===== src/tpc_defs.svh =====
`ifndef TPC_DEFS_SVH
`define TPC_DEFS_SVH
// byte addresses on the register bus
`define TPC_ADDR_W 12
`define TPC_ADDR_CTRL 12'h02c
`define TPC_ADDR_PGATE 12'hf74
`define TPC_ADDR_MODEA 12'h030
`define TPC_ADDR_MODEB 12'h034
`define TPC_ADDR_CMPA 12'h038
`define TPC_ADDR_CMPB 12'h03c
`define TPC_ADDR_COUNT 12'h040
`define TPC_ADDR_STAT 12'h044
// pair control fields
`define TPC_RUNA_BIT 0
`define TPC_RUNB_BIT 1
`define TPC_CASC_BIT 2
`define TPC_AND_BIT 3
// power gate field
`define TPC_GATE_BIT 4
// mode register fields
`define TPC_TFF_BIT 7
`define TPC_TCK_HI 5
`define TPC_TCK_LO 3
`define TPC_EIN_BIT 2
`define TPC_TCM_HI 1
// reset values
`define TPC_CTRL_RST 4'h0
`define TPC_PGATE_RST 8'h00
`define TPC_MODE_RST 8'h00
`define TPC_CMP_RST 8'hff
// gear clock prescaler width
`define TPC_PRE_W 11
`endif


===== src/tpc_pkg.sv =====
`default_nettype none
package tpc_pkg;
  // chip power modes seen by the timer pair
  typedef enum logic [1:0] {
    TPC_NORMAL,
    TPC_IDLE,
    TPC_SLOW,
    TPC_SLEEP
  } tpc_power_type;
endpackage
`default_nettype wire


===== src/tpc_timer_pair.sv =====
`timescale 1ns/1ps
`default_nettype none
`include "tpc_defs.svh"
// Overview of operation
// - and-select 0: each timer drives its own pwm and pulse pins
// - and-select 1: timer b pins carry timer a AND timer b
// - and-select 1: timer a pins carry no output and sit high
// - cascade 0 gives two 8-bit timers, 1 one 16-bit timer
// - run bit 0 stops and clears its counter, 1 starts counting
// - in cascade the timer b run bit runs the whole pair
// - stop mode entry clears both run bits and halts both timers
// - pair control reads zero in bits 7 to 4
// - and-select and cascade writes ignored while any run bit is 1
// - write starting runs from idle also updates and-select and cascade
// - cascade takes its source clock from timer b clock select
// - low-frequency clock not oscillating gives no ticks, timer stays still
// - normal/idle: event modes use pin, others internal, 8/16-bit either
// - slow/sleep: only codes 000, 001, 111 usable, fs/16, fs/8, fs/4
// - clock gate 0 cuts the basic clock to both counters
// - clock gate 1 supplies the basic clock to both counters
// - clock gate resets to 0
// - mode register writes ignored while that timer runs
// - counter match raises the request, clears counter, keeps counting
module tpc_timer_pair #(
  parameter int PRE_W = `TPC_PRE_W
) (
  // clock and reset
  input wire logic sys_clk,
  input wire logic rstn,
  // apb slave
  input wire logic psel,
  input wire logic penable,
  input wire logic pwrite,
  input wire logic [`TPC_ADDR_W-1:0] paddr,
  input wire logic [31:0] pwdata,
  output logic [31:0] prdata,
  output logic pready,
  output logic pslverr,
  // system state
  input wire tpc_pkg::tpc_power_type powerMode,
  input wire logic stopEntry,
  input wire logic lowFreqDivSel,
  input wire logic lowFreqClk,
  input wire logic lowFreqOscOk,
  // event inputs
  input wire logic eventInputPinA,
  input wire logic eventInputPinB,
  // timer outputs
  output logic timerAPwmPin,
  output logic timerAPulsePin,
  output logic timerBPwmPin,
  output logic timerBPulsePin,
  output logic timerAMatchIrq,
  output logic timerBMatchIrq
);
  import tpc_pkg::*;

  localparam int S_LFC = 0;
  localparam int S_EVA = 1;
  localparam int S_EVB = 2;
  localparam int S_OSC = 3;

  logic [1:0] rstSync_r;
  logic [3:0] sync0_r;
  logic [3:0] sync1_r;
  logic [3:0] sync2_r;
  logic [3:0] level_r;
  logic [PRE_W-1:0] pre_r;
  logic [3:0] lfCnt_r;
  logic [3:0] ctrl_r;
  logic [7:0] pgate_r;
  logic [7:0] modeA_r;
  logic [7:0] modeB_r;
  logic [7:0] cmpA_r;
  logic [7:0] cmpB_r;
  logic [7:0] cntA_r;
  logic [7:0] cntB_r;
  logic [1:0] stat_r;
  logic ffA_r;
  logic ffB_r;

  // release of the reset through two flip-flops
  always_ff @(posedge sys_clk or negedge rstn)
    if (!rstn)
      rstSync_r <= 2'b00;
    else
      rstSync_r <= {rstSync_r[0], 1'b1};
  wire rstnSync = rstSync_r[1];

  // all ones in the low k bits of the prescaler
  function automatic logic divTick(input logic [PRE_W-1:0] p,
                                   input int k);
    logic r;
    r = 1'b1;
    for (int i = 0; i < PRE_W; i++)
      if (i < k)
        r = r & p[i];
    return r;
  endfunction

  // prescaler exponent of each clock code
  function automatic int divExp(input logic [2:0] sel);
    case (sel)
      3'h0: return 11;
      3'h1: return 10;
      3'h2: return 8;
      3'h3: return 6;
      3'h4: return 4;
      3'h5: return 2;
      3'h6: return 1;
      default: return 0;
    endcase
  endfunction

  // internal source tick for a clock code
  function automatic logic intTick(input logic [2:0] sel,
                                   input logic slow,
                                   input logic dv9,
                                   input logic [PRE_W-1:0] p,
                                   input logic [2:0] fs);
    logic g;
    g = divTick(p, divExp(sel));
    case (sel)
      3'h0: return (slow | dv9) ? fs[0] : g;
      3'h1: return (slow | dv9) ? fs[1] : g;
      3'h7: return slow ? fs[2] : g;
      default: return slow ? 1'b0 : g;
    endcase
  endfunction

  // source of a timer: pin in event modes, else internal
  function automatic logic pickTick(input logic [7:0] mode,
                                    input logic casc,
                                    input logic pin,
                                    input logic it);
    if (!mode[`TPC_EIN_BIT])
      return it;
    else if (!mode[`TPC_TCM_HI] || casc)
      return pin;
    else
      return 1'b0;
  endfunction

  // a pin level counts once the second and third stages agree
  wire [3:0] agree = ~(sync1_r ^ sync2_r);
  wire [3:0] levelNxt = (level_r & ~agree) | (sync2_r & agree);
  wire [3:0] fallEv = level_r & ~levelNxt;
  wire lfRise = ~level_r[S_LFC] & levelNxt[S_LFC];

  // three-stage pin synchronisers; second and third must agree
  always_ff @(posedge sys_clk or negedge rstnSync)
    if (!rstnSync)
    begin
      sync0_r <= 4'h0;
      sync1_r <= 4'h0;
      sync2_r <= 4'h0;
      level_r <= 4'h0;
    end
    else
    begin
      sync0_r <= {lowFreqOscOk, eventInputPinB, eventInputPinA, lowFreqClk};
      sync1_r <= sync0_r;
      sync2_r <= sync1_r;
      level_r <= levelNxt;
    end

  // clock gate and power mode
  wire gate = pgate_r[`TPC_GATE_BIT];
  wire slow = (powerMode == TPC_SLOW) | (powerMode == TPC_SLEEP);
  wire lfOk = lfRise & level_r[S_OSC];
  wire [2:0] fsTick = {lfOk & (&lfCnt_r[1:0]),
                       lfOk & (&lfCnt_r[2:0]),
                       lfOk & (&lfCnt_r)};

  // gear prescaler and low-frequency divider, stopped with the gate
  always_ff @(posedge sys_clk or negedge rstnSync)
    if (!rstnSync)
    begin
      pre_r <= '0;
      lfCnt_r <= 4'h0;
    end
    else
    begin
      pre_r <= gate ? pre_r + 1'b1 : pre_r;
      lfCnt_r <= (gate & lfRise) ? lfCnt_r + 4'h1 : lfCnt_r;
    end

  // control and run state
  wire runA = ctrl_r[`TPC_RUNA_BIT];
  wire runB = ctrl_r[`TPC_RUNB_BIT];
  wire casc = ctrl_r[`TPC_CASC_BIT];
  wire andSel = ctrl_r[`TPC_AND_BIT];
  wire runEffA = casc ? runB : runA;
  wire lockCfg = runA | runB;

  // source clock selection; cascade uses timer b code
  wire [7:0] srcModeA = casc ? modeB_r : modeA_r;
  wire itA = intTick(srcModeA[`TPC_TCK_HI:`TPC_TCK_LO], slow,
                     lowFreqDivSel, pre_r, fsTick);
  wire itB = intTick(modeB_r[`TPC_TCK_HI:`TPC_TCK_LO], slow,
                     lowFreqDivSel, pre_r, fsTick);
  wire tickA = pickTick(srcModeA, casc, fallEv[S_EVA], itA);
  wire tickB = pickTick(modeB_r, casc, fallEv[S_EVB], itB);

  // counting steps and matches
  wire stepA = gate & runEffA & tickA;
  wire stepB = gate & runB & ~casc & tickB;
  wire matchA = cntA_r == cmpA_r;
  wire matchB = cntB_r == cmpB_r;
  wire match16 = {cntB_r, cntA_r} == {cmpB_r, cmpA_r};
  wire evA = stepA & (casc ? match16 : matchA);
  wire evB = stepB & matchB;
  wire carryA = cntA_r == 8'hff;

  // counter next values; a stopped timer holds zero
  wire [7:0] incA = cntA_r + 8'h01;
  wire [7:0] incB = cntB_r + 8'h01;
  wire [7:0] cntA_nxt = !runEffA ? 8'h00 :
                        !stepA ? cntA_r :
                        evA ? 8'h00 : incA;
  wire [7:0] cntB_nxt = !runB ? 8'h00 :
                        (casc & stepA) ? (evA ? 8'h00 :
                          (carryA ? incB : cntB_r)) :
                        !stepB ? cntB_r :
                        evB ? 8'h00 : incB;

  // timer results; timer and event modes hold the pins high
  wire resA = modeA_r[`TPC_TCM_HI] ? ffA_r : 1'b1;
  wire resB = modeB_r[`TPC_TCM_HI] ? ffB_r : 1'b1;
  wire pinA = andSel ? 1'b1 : resA;
  wire pinB = andSel ? (resA & resB) : resB;

  // apb decode
  wire access = psel & penable;
  wire selCtrl = paddr == `TPC_ADDR_CTRL;
  wire selPgate = paddr == `TPC_ADDR_PGATE;
  wire selModeA = paddr == `TPC_ADDR_MODEA;
  wire selModeB = paddr == `TPC_ADDR_MODEB;
  wire selCmpA = paddr == `TPC_ADDR_CMPA;
  wire selCmpB = paddr == `TPC_ADDR_CMPB;
  wire selCount = paddr == `TPC_ADDR_COUNT;
  wire selStat = paddr == `TPC_ADDR_STAT;
  wire hit = selCtrl | selPgate | selModeA | selModeB | selCmpA |
             selCmpB | selCount | selStat;
  wire wrEn = access & pready & pwrite & hit;
  wire rdCap = access & ~pready & ~pwrite;

  // read data; upper control bits read zero
  wire [31:0] rdMux =
    ({32{selCtrl}} & {28'h0, ctrl_r}) |
    ({32{selPgate}} & {24'h0, pgate_r}) |
    ({32{selModeA}} & {24'h0, modeA_r}) |
    ({32{selModeB}} & {24'h0, modeB_r}) |
    ({32{selCmpA}} & {24'h0, cmpA_r}) |
    ({32{selCmpB}} & {24'h0, cmpB_r}) |
    ({32{selCount}} & {16'h0, cntB_r, cntA_r}) |
    ({32{selStat}} & {30'h0, stat_r});

  // control next value; config locked while running, stop entry wins
  wire ctrlWr = wrEn & selCtrl;
  wire [1:0] runWr = ctrlWr ? pwdata[1:0] : ctrl_r[1:0];
  wire [1:0] runNxt = stopEntry ? 2'b00 : runWr;
  wire [1:0] cfgNxt = (ctrlWr & ~lockCfg) ? pwdata[3:2] :
                      ctrl_r[3:2];
  wire [3:0] ctrl_nxt = {cfgNxt, runNxt};

  // sticky match flags, set beats write-one-to-clear
  wire [1:0] statClr = (wrEn & selStat) ? pwdata[1:0] : 2'b00;
  wire [1:0] stat_nxt = (stat_r & ~statClr) | {evB, evA};

  // register bank
  always_ff @(posedge sys_clk or negedge rstnSync)
    if (!rstnSync)
    begin
      ctrl_r <= `TPC_CTRL_RST;
      pgate_r <= `TPC_PGATE_RST;
      modeA_r <= `TPC_MODE_RST;
      modeB_r <= `TPC_MODE_RST;
      cmpA_r <= `TPC_CMP_RST;
      cmpB_r <= `TPC_CMP_RST;
      stat_r <= 2'b00;
    end
    else
    begin
      ctrl_r <= ctrl_nxt;
      stat_r <= stat_nxt;
      if (wrEn & selPgate)
        pgate_r <= pwdata[7:0];
      if (wrEn & selModeA & ~runEffA)
        modeA_r <= pwdata[7:0];
      if (wrEn & selModeB & ~runB)
        modeB_r <= pwdata[7:0];
      if (wrEn & selCmpA)
        cmpA_r <= pwdata[7:0];
      if (wrEn & selCmpB)
        cmpB_r <= pwdata[7:0];
    end

  // counters and timer flip-flops
  always_ff @(posedge sys_clk or negedge rstnSync)
    if (!rstnSync)
    begin
      cntA_r <= 8'h00;
      cntB_r <= 8'h00;
      ffA_r <= 1'b0;
      ffB_r <= 1'b0;
    end
    else
    begin
      cntA_r <= cntA_nxt;
      cntB_r <= cntB_nxt;
      ffA_r <= !runEffA ? modeA_r[`TPC_TFF_BIT] :
               ffA_r ^ (evA & ~casc);
      ffB_r <= !runB ? modeB_r[`TPC_TFF_BIT] :
               ffB_r ^ (casc ? evA : evB);
    end

  // bus answer with one wait state, and registered pins
  always_ff @(posedge sys_clk or negedge rstnSync)
    if (!rstnSync)
    begin
      pready <= 1'b0;
      pslverr <= 1'b0;
      prdata <= 32'h0;
      timerAPwmPin <= 1'b1;
      timerAPulsePin <= 1'b1;
      timerBPwmPin <= 1'b1;
      timerBPulsePin <= 1'b1;
      timerAMatchIrq <= 1'b0;
      timerBMatchIrq <= 1'b0;
    end
    else
    begin
      pready <= access & ~pready;
      pslverr <= access & ~pready & ~hit;
      if (rdCap)
        prdata <= rdMux;
      timerAPwmPin <= pinA;
      timerAPulsePin <= pinA;
      timerBPwmPin <= pinB;
      timerBPulsePin <= pinB;
      timerAMatchIrq <= evA;
      timerBMatchIrq <= evB;
    end
endmodule
`default_nettype wire


===== config.mk =====
export PLATFORM = sky130hd
export DESIGN_NAME = tpc_timer_pair
export DESIGN_NICKNAME = d
export VERILOG_FILES = /design/src/tpc_pkg.sv /design/src/tpc_timer_pair.sv
export VERILOG_INCLUDE_DIRS = /design/src
export SDC_FILE = /design/constraint.sdc
export NUM_CORES = 1
export LEC_CHECK = 0
export BUFFER_PORTS_ARGS = -buffer_cell sky130_fd_sc_hd__buf_2
export CELL_PAD_IN_SITES_DETAIL_PLACEMENT = 1
export CELL_PAD_IN_SITES_GLOBAL_PLACEMENT = 2
export CORE_ASPECT_RATIO = 1.5
export CORE_UTILIZATION = 34
export CTS_BUF_LIST = sky130_fd_sc_hd__clkbuf_8
export CTS_CLUSTER_DIAMETER = 150
export CTS_CLUSTER_SIZE = 16
export DETAILED_ROUTE_END_ITERATION = 10
export GPL_TIMING_DRIVEN = 0
export PLACE_DENSITY_LB_ADDON = 0.1
export SKIP_LAST_GASP = 1
export SLEW_MARGIN = 25
export SYNTH_ARGS = -nofsm -noshare
export SYNTH_HDL_FRONTEND = slang
export SYNTH_SLANG_ARGS = --single-unit

===== constraint.sdc =====
create_clock -name sys_clk -period 3.7 [get_ports sys_clk]
set_input_delay 0.37 -clock sys_clk [delete_from_list [all_inputs] [get_ports sys_clk]]
set_output_delay 0.37 -clock sys_clk [all_outputs]
set_load 0.02 [all_outputs]

==> results.tsv, run 1 <==
metric	value	unit
reg2reg_setup_slack	720	ps
synth_edf_count	0	
critical_path_arrival	3340	ps
rsz0062_at_grt	no	
io_pins	97	
hold_start	stopEntry	
core-area	16800	um^2
post-route-period-util	80.6	%
yosys_warnings	0	
max_freq	0.335	GHz
crit_type	reg -> reg	
dpl_worst_slack	456	ps
ir_drop	0.234	mV
htree_num_levels	4	
startpoint_type	flop	
clock_skew	11.1	ps
slew_headroom	31.2	%
grt_usage	21.0	%
drive_gt1_share	29.1	%
synth.yosys.seq_area_share	50.9	%
path_buf_inv	0	
grt_pass1_vias	4941	
first_pass_iters	4	
cts-root-buf	clkbuf_8	
crit_slowest_cell	o41ai_1	
synthArstFlopShare	100	%
hpwl	12600	um
max-clock-path-buffers	2	
drv_slew	0	
hold_ws	68.7	ps
min_path_type	in -> reg	
run_status	finished, final reports clean	
cp-end-kind	flop	
final_hold_viol_count	0	
die_w	109	um
final_net_count	701	
cts_tree	yes	
maxCapViolCount	0	
die-area	17900	um^2
cts_buffers	17	
syn_area_per_cell	10.9	um^2
r2r_cells	8	
worst_r2r_startpoint	lfCnt_r[0]	
cp_slowest_stage_delay	670	ps
overflow	0	
port_buffers	55	
whs_endpoint	ctrl_r[1]	
synth_cells	541	
whs_path_depth	2	
syn2layout_area_growth	19.5	%
worstPathRequired	4050	ps
clkTransAtPathRegs	80	ps
final_common_cell	dfrtp_1	
ant_nets	0	
synth_area	5890	um^2
drc	0	
numClockSinks	119	
tns	0	ps
cp_top_family	compound AO/OA/AOI/OAI gates	
synthFlopType	dfrtp_1	
viasPerCell	5.32	
power	2750	uW
initial_core_util	35.0	%
fin_ws	716	ps
power_density	391	nW/um^2
cellLeakagePower	0.00342	uW
crit_path_max_fanout	10	
grt_max_degree	51	
placementRows	58	
met3_usage	4.03	%
n_antenna_cell	0	
use_met1	24.9	%
clock_latency	460	ps
fill_cells	1899	
fp.dieH	163	um
met2_usage	36.2	%
grt_busiest_layer	met2	
min_period	2980	ps
setup_violations	0	
antenna_found_initial	0	
layout_common_cells	100 x dfrtp_1, 59 x buf_2, 57 x nand2_1, 42 x mux2_2, 31 x nor2_1	
cts_setup_buffers	0	
routed_wl	17100	um
fin_util	41.8	%
initialDrtViolationCount	130	
synth-seq-cells	119	
vias	4590	
grt_pass1_wl	27200	um
wl_per_cell	19.8	um
tightest_slew	1030	ps
synthDistinctLibCells	68	
place.gp.congestion	0.804	
r2r_end	cntB_r[0]	
cp_cell_sequence	ha_1 > and3_1 > mux2i_1 > o41ai_1 > o2111ai_1 > o41ai_4 > nor2_1 > mux2_2	
## layer usage
layer | vias to the layer above | routed length (um) | part of all wire, %
li1 | 2131 | - | -
met3 | 36 | 514 | 3.0
met1 | 2330 | 7080 | 41
met5 | - | 0 | 0
met2 | 93 | 8900 | 52
met4 | 0 | 615 | 3.6
## cells by family (layout without fill, tap and decap cells)
family	Yosys count	count (layout)	share of synthesized area [%]
XOR/XNOR	32	32	4.76
AND/OR/NAND/NOR	183	183	16.2
buffers and inverters	46	142	4.29
adder cells (fa/ha/maj)	9	9	1.74
AO/OA/AOI/OAI	94	94	11.5
flip-flops	119	119	50.9
other	2	17	0.127
multiplexers	56	56	10.5
## per-stage QoR
step	cells	area, um^2
finish	862	7040
global route	862	7040
CTS	862	7040
detailed placement	825	6580
global placement	821	6480
floorplan	556	5950
## worst max path at each step
| stage | depth (start not counted) | endpoint | from | slack (ps) |
|---|---|---|---|---|
| after floorplan | 0 | async pin | rstSync_r[1] | 170 |
| after global placement | 0 | prdata[11] | rstSync_r[1] | -1330 |
| after detailed placement | 6 | modeB_r[7] | paddr[8] | 460 |
| after CTS | 8 | cntB_r[0] | lfCnt_r[0] | 660 |
| after global routing | 8 | cntB_r[5] | lfCnt_r[0] | 530 |
| final | 8 | cntB_r[0] | lfCnt_r[0] | 720 |
## synth_stat cells, types with 3 or more instances
cell / n / area [um^2]
o21ai_0: 25 / 125
a221oi_1: 9 / 78.8
o211ai_1: 4 / 30.0
nand3b_1: 5 / 37.5
and2_1: 3 / 18.8
and3_1: 9 / 56.3
nand4b_1: 3 / 26.3
dfrtp_1: 101 / 2530
nor2_1: 31 / 116
nand2_1: 57 / 214
ha_1: 5 / 62.6
mux2_2: 42 / 473
a22oi_1: 4 / 30.0
nand4_1: 6 / 37.5
clkbuf_1: 9 / 33.8
inv_1: 12 / 45.0
buf_2: 4 / 20.0
xor2_1: 24 / 210
buf_4: 18 / 135
mux2i_1: 13 / 130
a21o_1: 3 / 22.5
dfstp_2: 18 / 473
nand3_1: 23 / 115
xnor2_1: 8 / 70.1
a21oi_1: 14 / 70.1
or2_2: 3 / 18.8
nor2b_1: 3 / 18.8
nor3_1: 8 / 40.0
a22o_1: 6 / 52.6
or3_1: 10 / 62.6
nor4_1: 8 / 50.1
maj3_1: 4 / 40.0
## what timing repair did
action / in CTS / in global routing
gates resized for setup: 0 / 0
endpoints found under the setup margin: 0 / 0
hold buffers: 5 / 0
endpoints found under the hold margin: 6 / 0
## power by group
group | total (uW) | internal (uW) | switching [uW]
Sequential | 1350 | 1330 | 22.3
Combinational | 161 | 60.3 | 101
Clock | 1240 | 634 | 610
## sequential cells by signal, summed over array words and instances, names as in the netlist, 8 cells and up, named ones only
signal and flops:
pre_r 11, modeB_r 8, cntB_r 8, cmpB_r 8
modeA_r 8, cmpA_r 8, pgate_r 8, prdata 16
cntA_r 8
## worst reg2reg max path, cell delays in order (launching register included)
cell,delay [ps]
dfrtp_1,400
ha_1,230
and3_1,190
mux2i_1,70
o41ai_1,670
o2111ai_1,470
o41ai_4,300
nor2_1,230
mux2_2,320
## final cells by class
type,instances,area [um^2],share of cell area [%]
plain buffers,34,208,2.95
clock buffers,18,248,3.52
clock inverters,14,164,2.33
inverters,12,45.0,0.640
multi-input cells,391,2720,38.7
flip-flops and latches,119,3000,42.7
well taps,210,263,3.73
repair buffers,64,388,5.51
No activity file was read; power rests on OpenSTA's default activity.
==> run 2: changes to the inputs <==
Settings changed: CORE_UTILIZATION 34 to 35.
Clock period 3.7 ns to 2.78 ns, I/O delays scaled along.
==> results.tsv, run 2 (synthesis gave the netlist of run 1 again) <==
metric	value	unit
hold_ws	128	ps
vias	4591	
regMostFlops	prdata	
tns	0	ps
power_density	519	nW/um^2
core-area	16300	um^2
drc	0	
place.gp.congestion	0.854	
io_pins	97	
n_antenna_cell	0	
initial_core_util	36.1	%
first_pass_iters	4	
placementRows	57	
power_frac_seq	48.5	%
htree_num_levels	4	
drv_slew	0	
p_int	2760	uW
clkPwrFrac	45.7	%
cts_tree	yes	
cellLeakagePower	0.00343	uW
die_w	108	um
cts_buffers	17	
tightest_slew	1000	ps
fp.dieH	161	um
grt_busiest_layer	met2	
crit_type	reg -> reg	
setup_violations	0	
reg2reg_setup_slack	70	ps
layout_common_cells	96 x dfrtp_1, 59 x buf_2, 57 x nand2_1, 42 x mux2_2, 30 x nor2_1	
dpl_cell_area	6560	um^2
min_period	2710	ps
port_buffers	55	
die-area	17400	um^2
numClockSinks	119	
p_sw_share	25.4	%
worstPathRequired	3120	ps
power_switching	941	uW
hpwl	12800	um
syn2layout_area_growth	21.2	%
final_common_cell	dfrtp_1	
final_hold_viol_count	0	
ant_nets	0	
cts-root-buf	clkbuf_8	
met2_usage	39.8	%
ir_drop	0.233	mV
run_status	finished, final reports clean	
startpoint_type	flop	
grt_max_degree	48	
clock_latency	450	ps
maxCapViolCount	0	
r2r_cells	8	
max_freq	0.369	GHz
grt_usage	21.9	%
grt_pass1_vias	5086	
antenna_found_initial	0	
clkTransAtPathRegs	80	ps
reg_top3	prdata x16, pre_r x11	
r2r_end	cntB_r[6]	
fill_cells	1829	
largest_register_ffs	16	
wl_per_cell	20.3	um
met3_usage	4.22	%
power.share.combinational	5.8	%
crit_path_max_fanout	8	
worst_r2r_startpoint	cmpB_r[1]	
fin_util	43.7	%
initialDrtViolationCount	147	
post-route-period-util	97.5	%
max-clock-path-buffers	2	
slew_headroom	32.8	%
clock_skew	10.5	ps
final_net_count	704	
routed_wl	17500	um
min_path_type	in -> async	
critical_path_arrival	3050	ps
final_area	7140	um^2
use_met1	23.9	%
viasPerCell	5.33	
overflow	0	
drive_gt1_share	31.1	%
cp-end-kind	flop	
grt_pass1_wl	27800	um
[run 2: cell types whose count changed in the layout (fill, tap and decap cells not counted), moves of 2 or more]
cell / before / now
buf_4: 20 / 22
clkinv_4: 2 / 4
dfrtp_1: 100 / 96
dfrtp_2: 0 / 4
inv_6: 6 / 2
nor4_1: 8 / 6
nor4_2: 0 / 2
[run 2: worst max-delay path, cell delays in order, from the launching register on]
cell and delay, ps:
dfstp_2 610, xor2_1 130, nor4_4 390, nand2_1 140, a21o_1 290, o41ai_4 310
buf_4 230, a2bb2o_1 310, o21a_1 180
[run 2: worst max path at each step]
| stage | from | to | slack, ps | cells after the start |
|---|---|---|---|---|
| after floorplan | level_r[0] | cntB_r[6] | 400 | 7 |
| after global placement | paddr[8] | modeB_r[5] | -380 | 6 |
| after detailed placement | paddr[8] | modeB_r[6] | -380 | 6 |
| after CTS | modeB_r[1] | cntB_r[6] | 10 | 7 |
| after global routing | cntB_r[2] | cntB_r[6] | -20 | 8 |
| final | cmpB_r[1] | cntB_r[6] | 70 | 8 |
[run 2: layer usage]
| layer | vias to the layer above | share of wire [%] | routed length (um) |
|---|---|---|---|
| li1 | 2125 | - | - |
| met1 | 2362 | 40 | 6990 |
| met2 | 78 | 55 | 9580 |
| met3 | 26 | 2.4 | 412 |
| met4 | 0 | 2.9 | 515 |
| met5 | - | 0 | 0 |
[run 2: layout make-up]
cell class / count / area (um^2) / share of cell area (%)
buffer: 34 / 209 / 2.93
timing repair buffer: 67 / 413 / 5.78
sequential: 119 / 3010 / 42.1
tap: 206 / 258 / 3.61
clock inverter: 14 / 176 / 2.47
multi-input combinational: 391 / 2780 / 39.0
inverter: 12 / 45.0 / 0.631
clock buffer: 18 / 248 / 3.47
[run 2: power groups by stage]
stage / logic [uW] / clock network (uW) / registers (uW)
2_1_floorplan: 81.1 / 0 / 1860
3_3_place_gp: 171 / 0 / 1850
3_5_place_dp: 210 / 0 / 1830
4_1_cts: 217 / 1730 / 1800
6_report: 214 / 1690 / 1800
5_1_grt: 235 / 1800 / 1800
[run 2: stage by stage]
stage	setup slack (ps)	power [uW]	std cells
after global routing	-21.4	3840	861
after floorplan	400	1940	556
final	70.1	3700	861
after CTS	13.9	3750	860
after detailed placement	-382	2040	820
after global placement	-380	2020	817
[run 2: repair_timing]
action                                  CTS  global route
hold buffers                              6             0
endpoints found under the setup margin    9            17
endpoints found under the hold margin     8             0
pin swaps                                 1             1
resized for setup                         7             9
setup buffers                             2             1
==> run 3: changes to the inputs <==
==> constraint.sdc (replaced) <==
create_clock -name sys_clk -period 2.78 [get_ports sys_clk]
set_input_delay 0.556 -clock sys_clk [delete_from_list [all_inputs] [get_ports sys_clk]]
set_output_delay 0.556 -clock sys_clk [all_outputs]
set_load 0.02 [all_outputs]
==> results.tsv, run 3 (synthesis gave the netlist of run 1 again) <==
metric	value	unit
run_status	finished, final reports clean	
clkTransAtPathRegs	80	ps
cp_top_family	compound AO/OA/AOI/OAI gates	
drive_gt1_share	31.7	%
tightest_slew	916	ps
initialDrtViolationCount	138	
fin_util	43.6	%
ant_nets	0	
hpwl	12800	um
power	3700	uW
regMostFlops	prdata	
cp-end-kind	flop	
max_freq	0.369	GHz
whs_endpoint	sync0_r[2]	
core-area	16300	um^2
min_period	2710	ps
port_buffers	55	
crit_slowest_cell	dfstp_2	
final_net_count	701	
worstPathRequired	3120	ps
cellLeakagePower	0.00342	uW
maxCapViolCount	0	
worst_r2r_startpoint	cmpB_r[1]	
largest_register_ffs	16	
crit_path_max_fanout	8	
initial_core_util	36.1	%
cts_tree	yes	
slew_headroom	38.6	%
power_density	519	nW/um^2
die-area	17400	um^2
syn2layout_area_growth	20.8	%
tns	0	ps
reg2reg_setup_slack	70	ps
power.share.combinational	5.7	%
path_buf_inv	1	
clock_skew	9.06	ps
grt_pass1_wl	27700	um
power_switching	939	uW
viasPerCell	5.35	
overflow	0	
drc	0	
final_common_cell	dfrtp_1	
place.gp.congestion	0.854	
io_pins	97	
wl_per_cell	20.4	um
cp_cell_sequence	xor2_1 > nor4_4 > nand2_1 > a21o_1 > o41ai_4 > buf_4 > a2bb2o_1 > o21a_1	
placementRows	57	
drv_slew	0	
layout_common_cells	96 x dfrtp_1, 59 x buf_2, 56 x nand2_1, 42 x mux2_2, 30 x nor2_1	
power_frac_seq	48.6	%
htree_num_levels	4	
p_sw_share	25.4	%
final_hold_viol_count	0	
startpoint_type	flop	
hold_start	eventInputPinB	
cp_slowest_stage_delay	610	ps
routed_wl	17500	um
clock_latency	450	ps
fp.dieH	161	um
vias	4590	
reg_top3	prdata x16, pre_r x11	
post-route-period-util	97.4	%
cts_buffers	17	
die_w	108	um
setup_violations	0	
p_int	2760	uW
first_pass_iters	4	
grt_pass1_vias	5050	
r2r_cells	8	
grt_usage	21.8	%
crit_cells	8	
ir_drop	0.233	mV
antenna_found_initial	0	
crit_type	reg -> reg	
min_path_type	in -> reg	
hold_ws	210	ps
r2r_end	cntB_r[6]	
cts-root-buf	clkbuf_8	
clkPwrFrac	45.8	%
numClockSinks	119	
grt_max_degree	48	
whs_path_depth	1	
max-clock-path-buffers	2	
n_antenna_cell	0	
critical_path_arrival	3050	ps
-- run 3: cell count changes in the layout (fill, tap and decap cells not counted), sizes merged --
cell | before | now
buf | 85 | 87
dlygate4sd3 | 6 | 1
-- run 3: power by group through the flow --
stage	Sequential, uW	Combinational, uW	Clock (uW)
final	1800	210	1690
after global routing	1800	230	1800
after CTS	1800	212	1730
after detailed placement	1830	210	0
after global placement	1850	171	0
after floorplan	1860	81.1	0
-- run 3: metrics by stage --
step	cell area [um^2]	instances	worst slack [ps]
after floorplan	5950	556	305
after global placement	6480	817	-658
after detailed placement	6560	820	-660
after CTS	7060	855	-11.8
after global routing	7120	858	-21.4
final	7120	858	73.2
-- run 3: worst max path at each step --
| stage | startpoint | endpoint | slack, ps |
|---|---|---|---|
| floorplan | lowFreqDivSel | cntB_r[6] | 310 |
| global placement | paddr[8] | modeB_r[5] | -660 |
| detailed placement | paddr[8] | modeB_r[6] | -660 |
| CTS | paddr[4] | prdata[5] | -10 |
| global route | cntB_r[2] | cntB_r[6] | -20 |
| finish | cmpB_r[1] | cntB_r[6] | 70 |
-- run 3: timing repair --
action                                  in CTS  in global routing
resized for setup                            8                 10
hold buffers                                 1                  0
pin swaps                                    1                  1
endpoints found under the setup margin      18                 26
buffers inserted                             2                  3
gates cloned                                 0                  0
hold endpoints to repair                     2                  0
-- run 3: area by class of cell --
type                    count  area (um^2)
fillers                  1825         9220
flip-flops and latches    119         3010
multi-input cells         391         2790
repair buffers             64          378
well taps                 206          258
clock buffers              18          248
plain buffers              34          209
clock inverters            14          176
inverters                  12         45.0
-- run 3: layer usage --
layer,up-vias,GRT usage (%),part of all wire (%)
li1,2119,-,-
met5,-,0,0
met4,0,10.7,2.9
met1,2382,23.8,40
met3,25,4.18,2.1
met2,64,39.5,55
